$ cat config.mk
export PLATFORM = sky130hd
export DESIGN_NAME = rvc_coder
export DESIGN_NICKNAME = d
export VERILOG_FILES = /design/src/design/rvc_pkg.sv /design/src/design/rvc_limit_lut.sv /design/src/design/rvc_coder.sv
export SDC_FILE = /design/constraint.sdc
export NUM_CORES = 1
export LEC_CHECK = 0
export ABC_AREA = 1
export BUFFER_PORTS_ARGS = -buffer_cell sky130_fd_sc_hd__buf_2
export CORE_ASPECT_RATIO = 1.2
export CORE_MARGIN = 1.5
export CORE_UTILIZATION = 42
export CTS_BUF_LIST = sky130_fd_sc_hd__clkbuf_2
export DETAILED_ROUTE_END_ITERATION = 7
export GPL_TIMING_DRIVEN = 0
export PLACE_DENSITY = 0.66
export SETUP_SLACK_MARGIN = 0.1
export SLEW_MARGIN = 20
export SYNTH_ARGS = -nofsm -noshare
export SYNTH_HDL_FRONTEND = slang
export SYNTH_SLANG_ARGS = --single-unit
$ cat constraint.sdc
create_clock -name SYS_CLK -period 4.7 [get_ports SYS_CLK]
set_clock_uncertainty 0.15 [all_clocks]
set_input_delay 0.47 -clock SYS_CLK [delete_from_list [all_inputs] [get_ports SYS_CLK]]
set_output_delay 0.47 -clock SYS_CLK [all_outputs]
set_load 0.02 [all_outputs]
$ cat src/design/rvc_pkg.sv
// rvc_pkg: shared types and constants of the thermometer value range coder
package rvc_pkg;

  // register byte offsets
  localparam logic [7:0] RVC_OFS_CTRL = 8'h00;
  localparam logic [7:0] RVC_OFS_VALUE = 8'h04;
  localparam logic [7:0] RVC_OFS_STATUS = 8'h08;
  localparam logic [7:0] RVC_OFS_MASK = 8'h0C;
  localparam logic [7:0] RVC_OFS_DIAG = 8'h10;

  // control field layout
  localparam int RVC_CTRL_CHAR_LSB = 0;
  localparam int RVC_CTRL_UNIT_LSB = 2;
  localparam int RVC_CTRL_WB_EN = 4;
  localparam int RVC_CTRL_OU_EN = 5;
  localparam logic [5:0] RVC_CTRL_RESET = 6'h00;

  // value register layout
  localparam int RVC_VAL_RANGE_LSB = 16;
  localparam int RVC_VAL_WB = 19;

  // diagnostic record layout
  localparam int RVC_DIAG_CNT_LSB = 8;

  // status / mask bit positions
  localparam int RVC_EV_WIRE_BREAK = 0;
  localparam int RVC_EV_HIGH_LIMIT = 1;
  localparam int RVC_EV_LOW_LIMIT = 2;
  localparam int RVC_EV_W = 3;

  // selection codes
  localparam logic [1:0] RVC_CHAR_PT_CLIMATE = 2'h0;
  localparam logic [1:0] RVC_CHAR_NI_STD = 2'h1;
  localparam logic [1:0] RVC_CHAR_NI_CLIMATE = 2'h2;
  localparam logic [1:0] RVC_UNIT_C = 2'h0;
  localparam logic [1:0] RVC_UNIT_F = 2'h1;
  localparam logic [1:0] RVC_UNIT_K = 2'h2;

  // saturation codes
  localparam logic [15:0] RVC_CODE_OVERFLOW = 16'h7FFF;
  localparam logic [15:0] RVC_CODE_UNDERFLOW = 16'h8000;

  typedef enum logic [2:0] {
    RVC_NOMINAL,
    RVC_OVERRANGE,
    RVC_UNDERRANGE,
    RVC_OVERFLOW,
    RVC_UNDERFLOW
  } rvc_range_t;

  typedef struct packed {
    logic signed [31:0] ovr_max;
    logic signed [31:0] nom_max;
    logic signed [31:0] nom_min;
    logic signed [31:0] und_min;
  } rvc_limits_t;

  typedef struct packed {
    logic valid;
    logic signed [31:0] value;
    logic open_circuit;
  } rvc_sample_t;

  typedef struct packed {
    logic valid;
    logic [15:0] value;
    rvc_range_t range;
    logic wire_break;
  } rvc_coded_t;

endpackage

$ cat src/design/rvc_limit_lut.sv
// rvc_limit_lut: range limits per thermometer characteristic and unit
`timescale 1ns/1ps
`default_nettype none
module rvc_limit_lut (
  // selection
  input wire logic [1:0] CHAR_SEL,
  input wire logic [1:0] UNIT_SEL,
  // limits
  output var rvc_pkg::rvc_limits_t LIMITS
);
  import rvc_pkg::*;

  function automatic rvc_limits_t mk(input int omax, input int nmax, input int nmin, input int umin);
    rvc_limits_t l;
    l.ovr_max = omax;
    l.nom_max = nmax;
    l.nom_min = nmin;
    l.und_min = umin;
    return l;
  endfunction

  // kelvin is only defined for the nickel standard curve; the climate curves fall back to celsius
  always_comb begin
    LIMITS = mk(15500, 13000, -12000, -14500);
    unique case (CHAR_SEL)
      RVC_CHAR_PT_CLIMATE: begin
        if (UNIT_SEL == RVC_UNIT_F) begin
          LIMITS = mk(31100, 26600, -18400, -22900);
        end
      end
      RVC_CHAR_NI_STD: begin
        if (UNIT_SEL == RVC_UNIT_F) begin
          LIMITS = mk(5630, 4820, -760, -1570);
        end else if (UNIT_SEL == RVC_UNIT_K) begin
          LIMITS = mk(5682, 5232, 2132, 1682);
        end else begin
          LIMITS = mk(2950, 2500, -600, -1050);
        end
      end
      RVC_CHAR_NI_CLIMATE: begin
        if (UNIT_SEL == RVC_UNIT_F) begin
          LIMITS = mk(31100, 26600, -7600, -15700);
        end else begin
          LIMITS = mk(15500, 13000, -6000, -10500);
        end
      end
      default: begin
        // unused characteristic code keeps the platinum climate celsius limits
        LIMITS = mk(15500, 13000, -12000, -14500);
      end
    endcase
  end

endmodule
`default_nettype wire

$ cat src/design/rvc_coder.sv
// rvc_coder: thermometer reading coder with diagnostics and avalon-mm registers
//
// Decided for this implementation: the Avalon-MM interface to the registers and the address map.
`timescale 1ns/1ps
`default_nettype none
// Summary of operation
// Platinum climate: 0.01 degree digits, limits 13000/15500/-12000/-14500 C, F analog.
// Nickel standard: 0.1 degree digits, C, F and K limit sets.
// Nickel climate: 0.01 degree digits, C and F limit sets.
// Above overrange outputs 7FFF, below underrange outputs 8000, every curve.
// Enabled diagnostics create a diagnostic record entry and raise an interrupt.
// Enabled wire break outranks overflow/underflow diagnostics.
// Open circuit with wire break enabled outputs 7FFF and flags wire break.
// Wire break off, limits on: open circuit gives 8000 and low-limit alarm.
// Both diagnostics off: open circuit gives 8000, no alarm.
// Each coded value carries a nominal/over/under/overflow/underflow range indication.
module rvc_coder (
  // clock and reset
  input wire logic SYS_CLK,
  input wire logic ARST_N,
  // avalon-mm slave
  input wire logic [7:0] AVS_ADDRESS,
  input wire logic AVS_READ,
  input wire logic AVS_WRITE,
  input wire logic [31:0] AVS_WRITEDATA,
  input wire logic [3:0] AVS_BYTEENABLE,
  output logic [31:0] AVS_READDATA,
  output logic AVS_WAITREQUEST,
  // digitized sensor reading, same clock domain
  input wire logic SMP_VALID,
  input wire logic signed [31:0] SMP_VALUE,
  input wire logic SMP_OPEN,
  // coded measured value
  output logic CODE_VALID,
  output logic [15:0] CODE_VALUE,
  output logic [2:0] CODE_RANGE,
  output logic CODE_WIRE_BREAK,
  // interrupt
  output logic IRQ
);
  import rvc_pkg::*;

  logic [5:0] ctrl;
  logic [RVC_EV_W-1:0] status;
  logic [RVC_EV_W-1:0] mask;
  logic [RVC_EV_W-1:0] diag_code;
  logic [7:0] diag_count;
  logic ack;
  rvc_limits_t limits;
  rvc_sample_t smp;
  rvc_coded_t coded;
  rvc_coded_t next_coded;
  logic [RVC_EV_W-1:0] next_event;
  logic wb_en;
  logic ou_en;
  logic wr_ok;
  logic [RVC_EV_W-1:0] status_clr;

  assign smp.valid = SMP_VALID;
  assign smp.value = SMP_VALUE;
  assign smp.open_circuit = SMP_OPEN;
  assign wb_en = ctrl[RVC_CTRL_WB_EN];
  assign ou_en = ctrl[RVC_CTRL_OU_EN];

  rvc_limit_lut u_lut (
    .CHAR_SEL(ctrl[RVC_CTRL_CHAR_LSB +: 2]),
    .UNIT_SEL(ctrl[RVC_CTRL_UNIT_LSB +: 2]),
    .LIMITS(limits)
  );

  // classification and diagnostic event selection
  always_comb begin
    next_coded.valid = smp.valid;
    next_coded.wire_break = 1'b0;
    next_coded.value = smp.value[15:0];
    next_coded.range = RVC_NOMINAL;
    next_event = '0;
    if (smp.open_circuit) begin
      if (wb_en) begin
        // wire break wins whatever the limit enable says
        next_coded.value = RVC_CODE_OVERFLOW;
        next_coded.range = RVC_OVERFLOW;
        next_coded.wire_break = 1'b1;
        next_event[RVC_EV_WIRE_BREAK] = 1'b1;
      end else begin
        next_coded.value = RVC_CODE_UNDERFLOW;
        next_coded.range = RVC_UNDERFLOW;
        next_event[RVC_EV_LOW_LIMIT] = ou_en;
      end
    end else if (smp.value > limits.ovr_max) begin
      next_coded.value = RVC_CODE_OVERFLOW;
      next_coded.range = RVC_OVERFLOW;
      next_event[RVC_EV_HIGH_LIMIT] = ou_en;
    end else if (smp.value > limits.nom_max) begin
      next_coded.range = RVC_OVERRANGE;
    end else if (smp.value >= limits.nom_min) begin
      next_coded.range = RVC_NOMINAL;
    end else if (smp.value >= limits.und_min) begin
      next_coded.range = RVC_UNDERRANGE;
    end else begin
      next_coded.value = RVC_CODE_UNDERFLOW;
      next_coded.range = RVC_UNDERFLOW;
      next_event[RVC_EV_LOW_LIMIT] = ou_en;
    end
    if (!smp.valid) begin
      next_event = '0;
    end
  end

  // coded output register, holds last value between samples
  always_ff @(posedge SYS_CLK or negedge ARST_N) begin
    if (!ARST_N) begin
      coded.valid <= 1'b0;
      coded.value <= '0;
      coded.range <= RVC_NOMINAL;
      coded.wire_break <= 1'b0;
    end else begin
      coded.valid <= next_coded.valid;
      if (next_coded.valid) begin
        coded.value <= next_coded.value;
        coded.range <= next_coded.range;
        coded.wire_break <= next_coded.wire_break;
      end
    end
  end

  assign CODE_VALID = coded.valid;
  assign CODE_VALUE = coded.value;
  assign CODE_RANGE = coded.range;
  assign CODE_WIRE_BREAK = coded.wire_break;

  // one wait cycle per access: the request completes at its second edge
  always_ff @(posedge SYS_CLK or negedge ARST_N) begin
    if (!ARST_N) begin
      ack <= 1'b0;
    end else begin
      ack <= (AVS_READ || AVS_WRITE) && !ack;
    end
  end

  assign AVS_WAITREQUEST = (AVS_READ || AVS_WRITE) && !ack;
  assign wr_ok = AVS_WRITE && !ack;

  always_ff @(posedge SYS_CLK or negedge ARST_N) begin
    if (!ARST_N) begin
      ctrl <= RVC_CTRL_RESET;
    end else if (wr_ok && AVS_ADDRESS == RVC_OFS_CTRL && AVS_BYTEENABLE[0]) begin
      ctrl <= AVS_WRITEDATA[5:0];
    end
  end

  always_ff @(posedge SYS_CLK or negedge ARST_N) begin
    if (!ARST_N) begin
      mask <= '0;
    end else if (wr_ok && AVS_ADDRESS == RVC_OFS_MASK && AVS_BYTEENABLE[0]) begin
      mask <= AVS_WRITEDATA[RVC_EV_W-1:0];
    end
  end

  // write-one-to-clear; a simultaneous event keeps its bit set
  assign status_clr = (wr_ok && AVS_ADDRESS == RVC_OFS_STATUS && AVS_BYTEENABLE[0]) ?
                      AVS_WRITEDATA[RVC_EV_W-1:0] : '0;

  always_ff @(posedge SYS_CLK or negedge ARST_N) begin
    if (!ARST_N) begin
      status <= '0;
    end else begin
      status <= (status & ~status_clr) | next_event;
    end
  end

  // diagnostic record: last event code and a wrapping entry count
  always_ff @(posedge SYS_CLK or negedge ARST_N) begin
    if (!ARST_N) begin
      diag_code <= '0;
      diag_count <= '0;
    end else if (|next_event) begin
      diag_code <= next_event;
      diag_count <= diag_count + 8'h01;
    end
  end

  assign IRQ = |(status & mask);

  // read data is loaded in the wait cycle and stands at the completing edge
  always_ff @(posedge SYS_CLK or negedge ARST_N) begin
    if (!ARST_N) begin
      AVS_READDATA <= '0;
    end else if (AVS_READ && !ack) begin
      AVS_READDATA <= '0;
      unique case (AVS_ADDRESS)
        RVC_OFS_CTRL: AVS_READDATA[5:0] <= ctrl;
        RVC_OFS_VALUE: begin
          AVS_READDATA[15:0] <= coded.value;
          AVS_READDATA[RVC_VAL_RANGE_LSB +: 3] <= coded.range;
          AVS_READDATA[RVC_VAL_WB] <= coded.wire_break;
        end
        RVC_OFS_STATUS: AVS_READDATA[RVC_EV_W-1:0] <= status;
        RVC_OFS_MASK: AVS_READDATA[RVC_EV_W-1:0] <= mask;
        RVC_OFS_DIAG: begin
          AVS_READDATA[RVC_EV_W-1:0] <= diag_code;
          AVS_READDATA[RVC_DIAG_CNT_LSB +: 8] <= diag_count;
        end
        default: AVS_READDATA <= '0;
      endcase
    end
  end

endmodule
`default_nettype wire

Word level (Yosys, flattened, before mapping)
Cells that the tools add are included.

Reductions and logical operators: 15. Eq/ne operators: 8. $add $sub $neg: 1. $lt $le $gt $ge: 4. Bitwise operators: 4. Mux-type cells: 31.

Operators by type and width (count): $pmux W128 S3 (1); $mux W111 (2); $mux W128 (1); $mux W109 (1); $ge A32 B32 Y1 (2); $gt A32 B32 Y1 (2); $mux W19 (3); $mux W16 (3); $eq A8 B4 Y1 const B (2); $pmux W8 S2 (1); $mux W3 (5); $pmux W3 S5 (1); $mux W1 (10); $logic_and A1 B1 Y1 (9); $add A8 B1 Y8 const B (1); $eq A8 B3 Y1 const B (1); $eq A8 B5 Y1 const B (1); $logic_not A8 Y1 (1); $and A3 B3 Y3 (2); $pmux W3 S2 (1); $reduce_or A3 Y1 (2); $eq A2 B1 Y1 const B (2); $eq A2 B2 Y1 const B (2); $mux W4 (1); other kinds (6) (6).

Logic and storage cells: 74. Register bits after elaboration: 65. Bits of input ports: 82.

Longest topological paths before layout
Gate-level depths: netlist of run 1.

Depth after elaboration: 12. Gate-level depth with buffers: 24. Mapped depth without buffers: 24.

Modules after synthesis
Synthesis of run 1 repeated with hierarchy kept, for this count alone.

Cells, all modules: 1065. Area total of the unflattened synthesis: 7759.9 µm².

By module, submodules not included: rvc_coder (cells each 885, times used 1, area an instance 6575.1 µm², sequential area each 1626.6 µm²); rvc_limit_lut (cells each 180, times used 1, area an instance 1184.9 µm², sequential area each 0.0 µm²).

Worst setup path after synthesis of run 1
Ideal clock, no wire load.

Path type: reg-to-reg. From: register ctrl[0]. To: register diag_count[3]. Required time: 4433 ps. Path buffers: 1. Stages on the path, launching flop included: 19. Setup slack: 1077 ps. Arrival time: 3356 ps. Setup time: 117 ps. Cells stage by stage: dfrtp_1 > inv_1 > ha_1 > nor2_1 > nand2_1 > nor2_1 > ha_1 > a21o_1 > nor2_1 > nand2_1 > a21oi_1 > a21oi_1 > nor2_2 > nand3_2 > nand2_4 > nand2_4 > buf_6 > nand3_2 > nand2_1.

Word-level cells in the longest chain between the ends: 10. Elaborated cells on any way between the ends: 17. Classes of those cells: order compare (4); eq/ne (2); mux (9); reduce/logical (2).

RTL lines: from (decl) (line rvc_coder.sv:43) `logic [5:0] ctrl;`; from (signal assigned) (line rvc_coder.sv:148) `ctrl <= AVS_WRITEDATA[5:0];`; $eq A2 B2 Y1 (tied with other cells) (line rvc_limit_lut.sv:25) `unique case (CHAR_SEL)`; $pmux W128 S3 * (line rvc_limit_lut.sv:25); $ge A32 B32 Y1 (line rvc_coder.sv:98) `end else if (smp.value >= limits.und_min) begin`; $mux W1 (line rvc_coder.sv:98); $mux W1 (line rvc_coder.sv:96) `end else if (smp.value >= limits.nom_min) begin`; $mux W1 (line rvc_coder.sv:94) `end else if (smp.value > limits.nom_max) begin`; $mux W1 (line rvc_coder.sv:90) `end else if (smp.value > limits.ovr_max) begin`; $mux W1 (line rvc_coder.sv:78) `if (smp.open_circuit) begin`; $mux W3 * (line rvc_coder.sv:105) `if (!smp.valid) begin`; $reduce_or A3 Y1 * (line rvc_coder.sv:177) `end else if (|next_event) begin`; to (signal assigned) (line rvc_coder.sv:179) `diag_count <= diag_count + 8'h01;`; to (decl) (line rvc_coder.sv:47) `logic [7:0] diag_count;`.

Every way passes the cells marked *; elsewhere a longest branch is shown, timed or not. A chain may end at the register's enable or synchronous reset.

Worst setup path in the final report of run 1
From: register ctrl[0]. To: register coded, in the netlist CODE_VALUE[6].

Word-level cells in the longest chain between the ends: 8. Elaborated cells on any way between the ends: 13. Classes of those cells: order compare (4); eq/ne (2); mux (6); reduce/logical (1).

RTL lines: $eq A2 B2 Y1 (tied with other cells) (line rvc_limit_lut.sv:25); $pmux W128 S3 * (line rvc_limit_lut.sv:25); $ge A32 B32 Y1 (line rvc_coder.sv:98); $mux W16 (line rvc_coder.sv:98); $mux W16 (line rvc_coder.sv:96); $mux W16 (line rvc_coder.sv:94); $mux W19 * (line rvc_coder.sv:90); $mux W19 * (line rvc_coder.sv:78); to (decl) (line rvc_coder.sv:51) `rvc_coded_t coded;`.

Marked as above.

==> results of run 1 <==
timing repair:
item                                    CTS  global route
endpoints found under the hold margin    66             0
hold buffers                              2             0
endpoints found under the setup margin    0             0
area by class of cell:
| class | count | area share |
|---|---|---|
| Antenna cell | 1 | 0.000403 |
| Buffer | 27 | 0.0268 |
| Clock buffer | 10 | 0.00805 |
| Clock inverter | 6 | 0.0171 |
| Inverter | 90 | 0.0544 |
| Multi-Input combinational cell | 551 | 0.515 |
| Sequential cell | 65 | 0.262 |
| Tap cell | 161 | 0.0324 |
| Timing Repair Buffer | 98 | 0.0846 |
synthesized netlist by cell type:
library cell  instances  share of area
a21o_1                2         0.0028
conb_1                1        0.00071
nand2_4               3         0.0064
dfrtp_1              65           0.31
nor2_1               74          0.053
buf_2                 1        0.00095
buf_4                13          0.018
inv_2                 2         0.0014
o21ai_0              26          0.025
inv_1                86          0.061
buf_6                 2         0.0043
nor3_2                1         0.0019
nand3_1              25          0.024
o31ai_1               5         0.0071
a221oi_1              4         0.0066
o22ai_1               3         0.0036
a21oi_2               1         0.0017
o21a_1                1         0.0014
nor2_4                2         0.0043
nor3_1               11          0.010
nor2_2                5         0.0059
o21ai_1               9         0.0085
xor2_1                6         0.0099
nand4_1              24          0.028
ha_1                 74           0.18
clkinv_1              2         0.0014
nand3b_1              2         0.0028
a41oi_1               2         0.0033
nand3_2              11          0.021
o21bai_1              4         0.0057
clkbuf_1             11         0.0078
a21oi_1              54          0.051
nand2_2               3         0.0036
nor4_1                2         0.0024
nand2_1             185           0.13
kinds of logic (layout without fill, tap and decap cells):
group	after synthesis	in the layout
compound gates	111	111
other cells	1	13
flops	65	65
simple gates	348	348
fa+ha+maj	74	74
xor+xnor	6	6
buf+inv	117	231
power breakdown:
part,internal [mW],switching (mW)
sequential,0.622,0.0515
clock,0.229,0.205
combinational,0.152,0.270
total,1.00,0.526
worst register-to-register path, delay by kind of cell (launching register included):
| family | cells | cell delay, ps |
|---|---|---|
| AOI/OAI and AO/OA | 3 | 610 |
| adders and majority gates | 2 | 620 |
| buffers and inverters | 2 | 290 |
| DFF | 1 | 540 |
| and+or+nand+nor | 13 | 2090 |
path summary, 6_finish.rpt:
check	end
max	CODE_VALUE[6]$_DFFE_PN0P_
min	ack$_DFF_PN0_
max reg2reg	CODE_VALUE[6]$_DFFE_PN0P_
min reg2reg	AVS_READDATA[6]$_DFFE_PN0P_
max in group asynchronous	AVS_READDATA[12]$_DFFE_PN0P_
min in group asynchronous	CODE_WIRE_BREAK$_DFFE_PN0P_
through the flow:
step                area, um^2  std cells  setup WS, ps  total power, mW
floorplan                 5330        733          1080            0.950
global placement          6000        989          6.35             1.10
detailed placement        6040        990           452             1.11
CTS                       6210       1008           402             1.54
global route              6210       1009           141             1.62
finish                    6210       1009           353             1.53
routing by layer:
layer / wire length, um / global-route usage / up-vias
met2: 6960 / 0.381 / 132
met1: 6030 / 0.266 / 2287
met5: 0 / 0 / -
li1: - / - / 2603
met3: 597 / 0.0305 / 20
met4: 337 / 0.0741 / 0
flip-flops by register name, summed over array words and instances (netlist names):
signal / flops
ctrl: 6
ack: 1
CODE_VALUE: 16
mask: 3
CODE_WIRE_BREAK: 1
diag_code: 3
CODE_VALID: 1
CODE_RANGE: 3
status: 3
AVS_READDATA: 20
diag_count: 8
==> impl_metrics.csv, run 1 <==
group,metric,value,unit
outcome,status,"complete, no violations",
synthesis,synthMuxAreaShare,0,
setup_path,cp-start-kind,"register",
grt,grt_usage,0.215,
synthesis,synth_top_family_by_area,"simple AND/OR/NAND/NOR gates",
timing,tns,0,ps
drt,vias_per_cell,5.00,
timing,max_freq,230,MHz
setup_path,rrSetupSlack,350,ps
synthesis,yosys.area_share.simple,0.295,
setup_path,slowest_delay,730,ps
synthesis,yosys_warnings,0,
layout,regArea,1630,um^2
clocking,cts_setup_buffers,0,
die,die_w,105,um
setup_path,cp_top_family,"simple AND/OR/NAND/NOR gates",
die,io_pins,137,
timing,max-slew-margin-rel,0.403,
clocking,clkTransAtPathRegs,190,ps
setup_path,crit_start,"ctrl[0]$_DFFE_PN0P_",
setup_path,r2r_start,"ctrl[0]$_DFFE_PN0P_",
setup_path,worst-path-buf-inv,2,
clocking,clkLatencyLatePin,530,ps
setup_path,worstPathCellList,"inv_1 -> ha_1 -> nor2_1 -> nand2_1 -> nor2_2 -> ha_1 -> a21oi_1 -> nand2_1 -> a21oi_1 -> nand2_1 -> nand2_1 -> nand3_1 -> nand2_1 -> nor2_2 -> nand3_2 -> nand2_4 -> nor2_4 -> buf_6 -> o21ai_1 -> nand2_1",
drt,drtIter0Drc,222,
drt,routedWlPerCell,13.8,um
worst_hold_path,hold_class,"in -> reg",
synthesis,synth.cell_area,5290,um^2
grt,grt-ovfl-total,0,
layout,multi_input_area,3200,um^2
setup_path,crit_fanout,19,
timing,hold_violations,0,
die,core-area,12200,um^2
grt,antenna_found_initial,1,
setup_path,cp.arrival,4680,ps
layout,drive_above_1_share,0.184,
clocking,cts-htree-levels,3,
synthesis,ys_types,35,
flow_run,cap_violations,0,
clocking,cts.sinks,65,
setup_path,cp.depth,20,
setup_path,ff2ff_path_depth,20,
timing,rsz0062_at_grt,"false",
die,start_util,0.434,
worst_hold_path,hp-start,"AVS_WRITE",
clocking,cts.path.max_buffers,2,
grt,grt_pass1_vias,4790,
drt,drc,0,
layout,syn_to_final_growth,17.6,%
power_and_ir_drop,p_per_area,246,nW/um^2
power_and_ir_drop,leakagePower,3.41,nW
die,num_rows,44,
placed_design,port_buffers,95,
drt,antenna_left,0,
synthesis,syn_area_per_cell,7.32,um^2
clocking,cts_resized,0,
die,die-area,13300,um^2
placed_design,routabilityCongestion,0.900,
timing,slew_violations,0,
timing,period_needed,4350,ps
setup_path,cp.required,5030,ps
layout,utilization,0.511,
drt,drt_pass1_iterations,4,
timing,final-setup-viol-count,0,
clocking,cts_tree,"built",
setup_path,critPathSlowestCell,"nor2_2",
worst_hold_path,hold_path_depth,3,
die,die_h,126,um
setup_path,cp-end-kind,"register",
grt,grt_pass1_wl,22800,um
layout,fill_cells,1244,
synthesis,ys_ff_latch,65,
timing,hold_slack,38.6,ps
clocking,root_buffer,"clkbuf_2",
grt,grt_max_degree,49,
synthesis,synth_fa_ha_area_frac,0.175,
setup_path,critPathMostFrequentCell,"nand2_1",
layout,layout_commonest_cell,"nand2_1",
setup_path,path_class,"reg -> reg",
drt,routed_wl,13900,um
timing,worstMarginPinSlew,894,ps
layout,most-common-layout-cells,"nand2_1, buf_2, inv_1",
synthesis,synth_cells,722,
power_and_ir_drop,vdd_drop_max,155,uV
synthesis,synthXorXnorAreaFrac,0.00994,
placed_design,dp_hpwl,11400,um
synthesis,synth_compound_area_frac,0.116,
clocking,cts_made_buffers,9,
timing,finalCritPeriodShare,0.925,
layout,nets,998,
drt,vias,5042,
synthesis,ys_seq_area_frac,0.308,
Note: power is estimated with default switching activity, not from simulation.
==> run 2, diff against run 1 <==
- CORE_UTILIZATION: 42 -> 40
- PLACE_DENSITY: 0.66 -> 0.63
==> run 2 against run 1 <==
  * Critical path depth rose by 4
  * Flip-flop and latch count did not move
  * Worst hold slack improved by 13 ps
  * Largest cell class unchanged
  * Non-clock buffer count did not move
==> impl_metrics.csv, run 2 (synthesis results as in run 1) <==
group,metric,value,unit
setup_path,cp-start-kind,"register",
power_and_ir_drop,p_seq_frac,0.481,
clocking,cts.sinks,65,
layout,most-common-layout-cells,"nand2_1, buf_2, inv_1",
placed_design,dp_hpwl,11500,um
drt,routedWlPerCell,13.8,um
timing,max_freq,248,MHz
die,die-area,13900,um^2
grt,grt_max_degree,46,
timing,rsz0062_at_grt,"false",
power_and_ir_drop,p_per_area,228,nW/um^2
placed_design,port_buffers,95,
setup_path,cp-end-kind,"register",
setup_path,worstPathCellList,"inv_1 -> ha_1 -> inv_1 -> nor2_1 -> inv_1 -> nor2_1 -> inv_1 -> ha_1 -> nand2_1 -> inv_1 -> nand3_1 -> nor2_1 -> nand2_1 -> nand2_1 -> nand2_1 -> nand3_1 -> nand2_1 -> nor2_2 -> nand3_2 -> nand2_4 -> nor2_4 -> buf_6 -> o21ai_1 -> nand2_1",
die,num_rows,45,
drt,vias_per_cell,4.94,
layout,syn_to_final_growth,16.6,%
power_and_ir_drop,vdd_drop_max,207,uV
drt,vias,4992,
setup_path,crit_fanout,10,
timing,slew_violations,0,
placed_design,routabilityCongestion,0.933,
worst_hold_path,hp-start,"AVS_WRITE",
timing,tns,0,ps
outcome,status,"complete, no violations",
clocking,cts_made_buffers,9,
timing,setup_slack,670,ps
die,core-area,12800,um^2
die,start_util,0.414,
clocking,clkTransAtPathRegs,160,ps
placed_design,place_ws,505,ps
grt,antenna_found_initial,1,
clocking,cts_setup_buffers,0,
layout,nets,998,
clocking,clkLatencyLatePin,510,ps
grt,grt-ovfl-total,0,
flow_run,cap_violations,0,
clocking,root_buffer,"clkbuf_2",
timing,finalCritPeriodShare,0.857,
grt,grt_pass1_wl,22800,um
setup_path,critPathSlowestCell,"dfrtp_1",
clocking,cts.path.max_buffers,2,
timing,hold_violations,0,
timing,final-setup-viol-count,0,
layout,largest_register_ffs,20,
power_and_ir_drop,clkPwrFrac,0.219,
power_and_ir_drop,intPower,0.887,mW
setup_path,cp.required,4960,ps
power_and_ir_drop,p_switching,0.516,mW
grt,grt_usage,0.210,
timing,worstMarginPinSlew,544,ps
drt,drc,0,
drt,drt_pass1_iterations,4,
setup_path,r2r_start,"ctrl[1]$_DFFE_PN0P_",
setup_path,crit_start,"ctrl[1]$_DFFE_PN0P_",
setup_path,cp.arrival,4290,ps
layout,fill_cells,1344,
timing,period_needed,4030,ps
setup_path,path_class,"reg -> reg",
power_and_ir_drop,leakagePower,3.38,nW
clocking,cts-htree-levels,3,
die,io_pins,137,
worst_hold_path,hold_class,"in -> reg",
drt,drtIter0Drc,204,
drt,routed_wl,14000,um
layout,drive_above_1_share,0.180,
power_and_ir_drop,switching_share,0.368,
timing,max-slew-margin-rel,0.634,
power_and_ir_drop,share_comb_of_total_power,0.300,
grt,grt_pass1_vias,4702,
drt,antenna_left,0,
layout,layout_commonest_cell,"nand2_1",
timing,hold_slack,52.0,ps
die,die_h,129,um
setup_path,slowest_delay,470,ps
clocking,cts_tree,"built",
layout,largest-register,"AVS_READDATA",
setup_path,critPathMostFrequentCell,"nand2_1",
die,die_w,108,um
power_and_ir_drop,totalPowerFinal,1.40,mW
[run 2: worst paths after layout]
check | to | slack, ps | cells after the start
min | ack$_DFF_PN0_ | 50 | 3
max in group asynchronous | AVS_READDATA[12]$_DFFE_PN0P_ | 3650 | 3
min in group asynchronous | mask[0]$_DFFE_PN0P_ | 200 | 2
max reg2reg | CODE_VALUE[7]$_DFFE_PN0P_ | 670 | 24
max | CODE_VALUE[7]$_DFFE_PN0P_ | 670 | 24
min reg2reg | AVS_READDATA[6]$_DFFE_PN0P_ | 350 | 2
[run 2: cell type report]
class / instances / area, um^2 / area share
multi-input combinational: 551 / 3200 / 0.520
sequential: 65 / 1630 / 0.264
timing repair buffer: 98 / 526 / 0.0853
inverter: 90 / 338 / 0.0548
tap: 164 / 205 / 0.0333
buffer: 27 / 166 / 0.0270
clock inverter: 6 / 50.0 / 0.00812
clock buffer: 9 / 45.0 / 0.00731
antenna: 1 / 2.50 / 0.000406
[run 2: routing by layer]
metal / vias up / routed length (um) / GRT usage
met5: - / 0 / 0
met4: 0 / 366 / 0.0797
met1: 2249 / 6210 / 0.265
li1: 2597 / - / -
met3: 22 / 534 / 0.0289
met2: 124 / 6880 / 0.364
[run 2: critical path: cells and delay by family (launching register included)]
kind	cells	cell delay (ps)
compound gates	1	100
buf+inv	6	810
simple gates	15	1840
flops	1	470
fa+ha+maj	2	540
[run 2: repair_timing]
| action | in CTS | in global routing |
|---|---|---|
| hold buffers | 2 | 0 |
| endpoints found under the setup margin | 0 | 16 |
| endpoints found under the hold margin | 66 | 0 |
| gates resized for setup | 0 | 1 |
[run 2: power groups by stage]
stage / clock network, mW / logic, mW / registers, mW
floorplan: 0 / 0.221 / 0.729
global placement: 0 / 0.415 / 0.686
detailed placement: 0 / 0.422 / 0.686
CTS: 0.314 / 0.425 / 0.676
global route: 0.334 / 0.479 / 0.685
finish: 0.307 / 0.421 / 0.675
[run 2: through the flow]
step                      utilization  area, um^2  std cells
after floorplan                     -        5330        733
after global placement          0.470        6010        992
after detailed placement        0.473        6040        993
after CTS                       0.482        6150       1010
after global routing            0.482        6160       1011
final                           0.482        6160       1011
==> run 3, diff against run 2 <==
- CORE_ASPECT_RATIO: 1.2 -> 0.7
- CORE_UTILIZATION: 40 -> 52
- PLACE_DENSITY: 0.63 -> 0.79
==> run 3 against run 2 <==
  * Die area shrank 22%
  * Via count grew 6.0%
  * Register-to-register slack worse by 220 ps
  * Clock-buffer cell count increased by 3
  * Cell area fell by 0.95%
  * Combinational power rose by 2%
  * Wire length rose by 6.0%
  * Largest cell class unchanged
==> impl_metrics.csv, run 3 (synthesis results as in run 1) <==
group,metric,value,unit
timing,worstMarginPinSlew,846,ps
timing,hold_violations,0,
clocking,clkTransAtPathRegs,180,ps
clocking,cts.sinks,65,
timing,slew_violations,0,
grt,grt_pass1_vias,4814,
layout,largest-register,"AVS_READDATA",
drt,vias_per_cell,5.42,
timing,period_needed,4250,ps
flow_run,cap_violations,0,
grt,grt_pass1_wl,23500,um
grt,grt-ovfl-total,0,
placed_design,port_buffers,95,
power_and_ir_drop,leakagePower,3.39,nW
die,die_h,87.3,um
setup_path,crit_fanout,19,
placed_design,dpl_cell_area,5970,um^2
drt,drt-met1-wl,7130,um
clocking,cts_tree,"built",
outcome,status,"complete, no violations",
die,die_w,123,um
timing,hold_slack,41.1,ps
layout,syn_to_final_growth,15.5,%
grt,grt_usage,0.285,
clocking,holdBufCountCts,3,
power_and_ir_drop,vdd_drop_max,199,uV
die,io_pins,137,
drt,routedWlPerCell,15.2,um
setup_path,path_class,"reg -> reg",
drt,route.met3.wl,1350,um
setup_path,cp.required,4970,ps
grt,grt_max_degree,66,
layout,drive_above_1_share,0.183,
layout,fin_area,6100,um^2
placed_design,dp_hpwl,12100,um
layout,layout_commonest_cell,"nand2_1",
drt,drt_pass1_iterations,5,
die,die-area,10800,um^2
grt,antenna_found_initial,1,
die,num_rows,30,
setup_path,cp-end-kind,"register",
layout,most-common-layout-cells,"nand2_1, buf_2, inv_1",
timing,tns,0,ps
clocking,cts_setup_buffers,0,
clocking,cts-htree-levels,3,
timing,finalCritPeriodShare,0.905,
timing,max-slew-margin-rel,0.435,
placed_design,routabilityCongestion,1.01,
drt,drc,0,
clocking,clkLatencyLatePin,520,ps
power_and_ir_drop,p_per_area,235,nW/um^2
timing,rsz0062_at_grt,"false",
drt,routed_wl,14800,um
drt,vias,5292,
layout,largest_register_ffs,20,
worst_hold_path,hold_class,"in -> reg",
drt,wl_met2,6170,um
clocking,root_buffer,"clkbuf_2",
die,start_util,0.539,
layout,nets,998,
setup_path,cp.arrival,4530,ps
clocking,cts_made_buffers,9,
drt,drtIter0Drc,450,
timing,final-setup-viol-count,0,
drt,highest_layer,"met4",
timing,max_freq,235,MHz
die,core-area,9800,um^2
clocking,cts_resized,0,
clocking,cts.path.max_buffers,2,
setup_path,cp-start-kind,"register",
drt,antenna_left,0,
run 3: cell count changes in the layout (fill, tap and decap cells not counted), sizes merged:
cell         change
buf              -1
clkbuf           +3
dlygate4sd3      +1
clkinv           -2
run 3: final cells by class:
cell class,instances,area [um^2]
multi-input combinational,551,3200
tap,128,160
antenna,1,2.50
clock inverter,4,43.8
inverter,90,338
sequential,65,1630
fill,887,3690
clock buffer,12,60.1
buffer,27,166
timing repair buffer,98,508
run 3: critical path: stages (launching register included):
cell and delay (ps):
dfrtp_1 520, inv_1 140, ha_1 230, nor2_1 260, nand2_1 210, nor2_2 690
ha_1 250, nand4_1 210, nor3_1 340, nand2_1 90, nor2_1 100, nor2_1 60
nand2_2 100, nand2_2 130, nor2_2 140, nand3_2 100, nand2_4 110, nor2_4 60
buf_6 140, o21ai_1 70, nand2_1 70
run 3: path summary, 6_finish.rpt:
check / start / end / slack, ps / cells after the start
min in group asynchronous: ARST_N / AVS_READDATA[13]$_DFFE_PN0P_ / 400 / 2
min: AVS_WRITEDATA[4] / ctrl[4]$_DFFE_PN0P_ / 40 / 3
max in group asynchronous: ARST_N / ctrl[2]$_DFFE_PN0P_ / 3430 / 2
max reg2reg: ctrl[0]$_DFFE_PN0P_ / CODE_VALUE[14]$_DFFE_PN0P_ / 450 / 20
min reg2reg: AVS_READDATA[18]$_DFFE_PN0P_ / AVS_READDATA[18]$_DFFE_PN0P_ / 360 / 2
max: ctrl[0]$_DFFE_PN0P_ / CODE_VALUE[14]$_DFFE_PN0P_ / 450 / 20
run 3: stage by stage:
stage                      util  std cells  worst slack [ps]  total power [mW]
after floorplan               -        733              1080             0.950
after global placement    0.609        956               225              1.09
final                     0.623        976               446              1.44
after CTS                 0.623        975               532              1.44
after detailed placement  0.609        956               550              1.11
after global routing      0.623        976               127              1.52
run 3: per-layer routing:
layer | vias to the layer above | global-route usage
met1 | 2450 | 0.417
met3 | 18 | 0.0831
li1 | 2609 | -
met4 | 0 | 0.0502
met2 | 215 | 0.421
met5 | - | 0
run 3: report_power, final:
| part | switching [mW] | internal [mW] |
|---|---|---|
| logic | 0.280 | 0.152 |
| registers | 0.0543 | 0.622 |
| clock network | 0.202 | 0.126 |
| total | 0.536 | 0.900 |
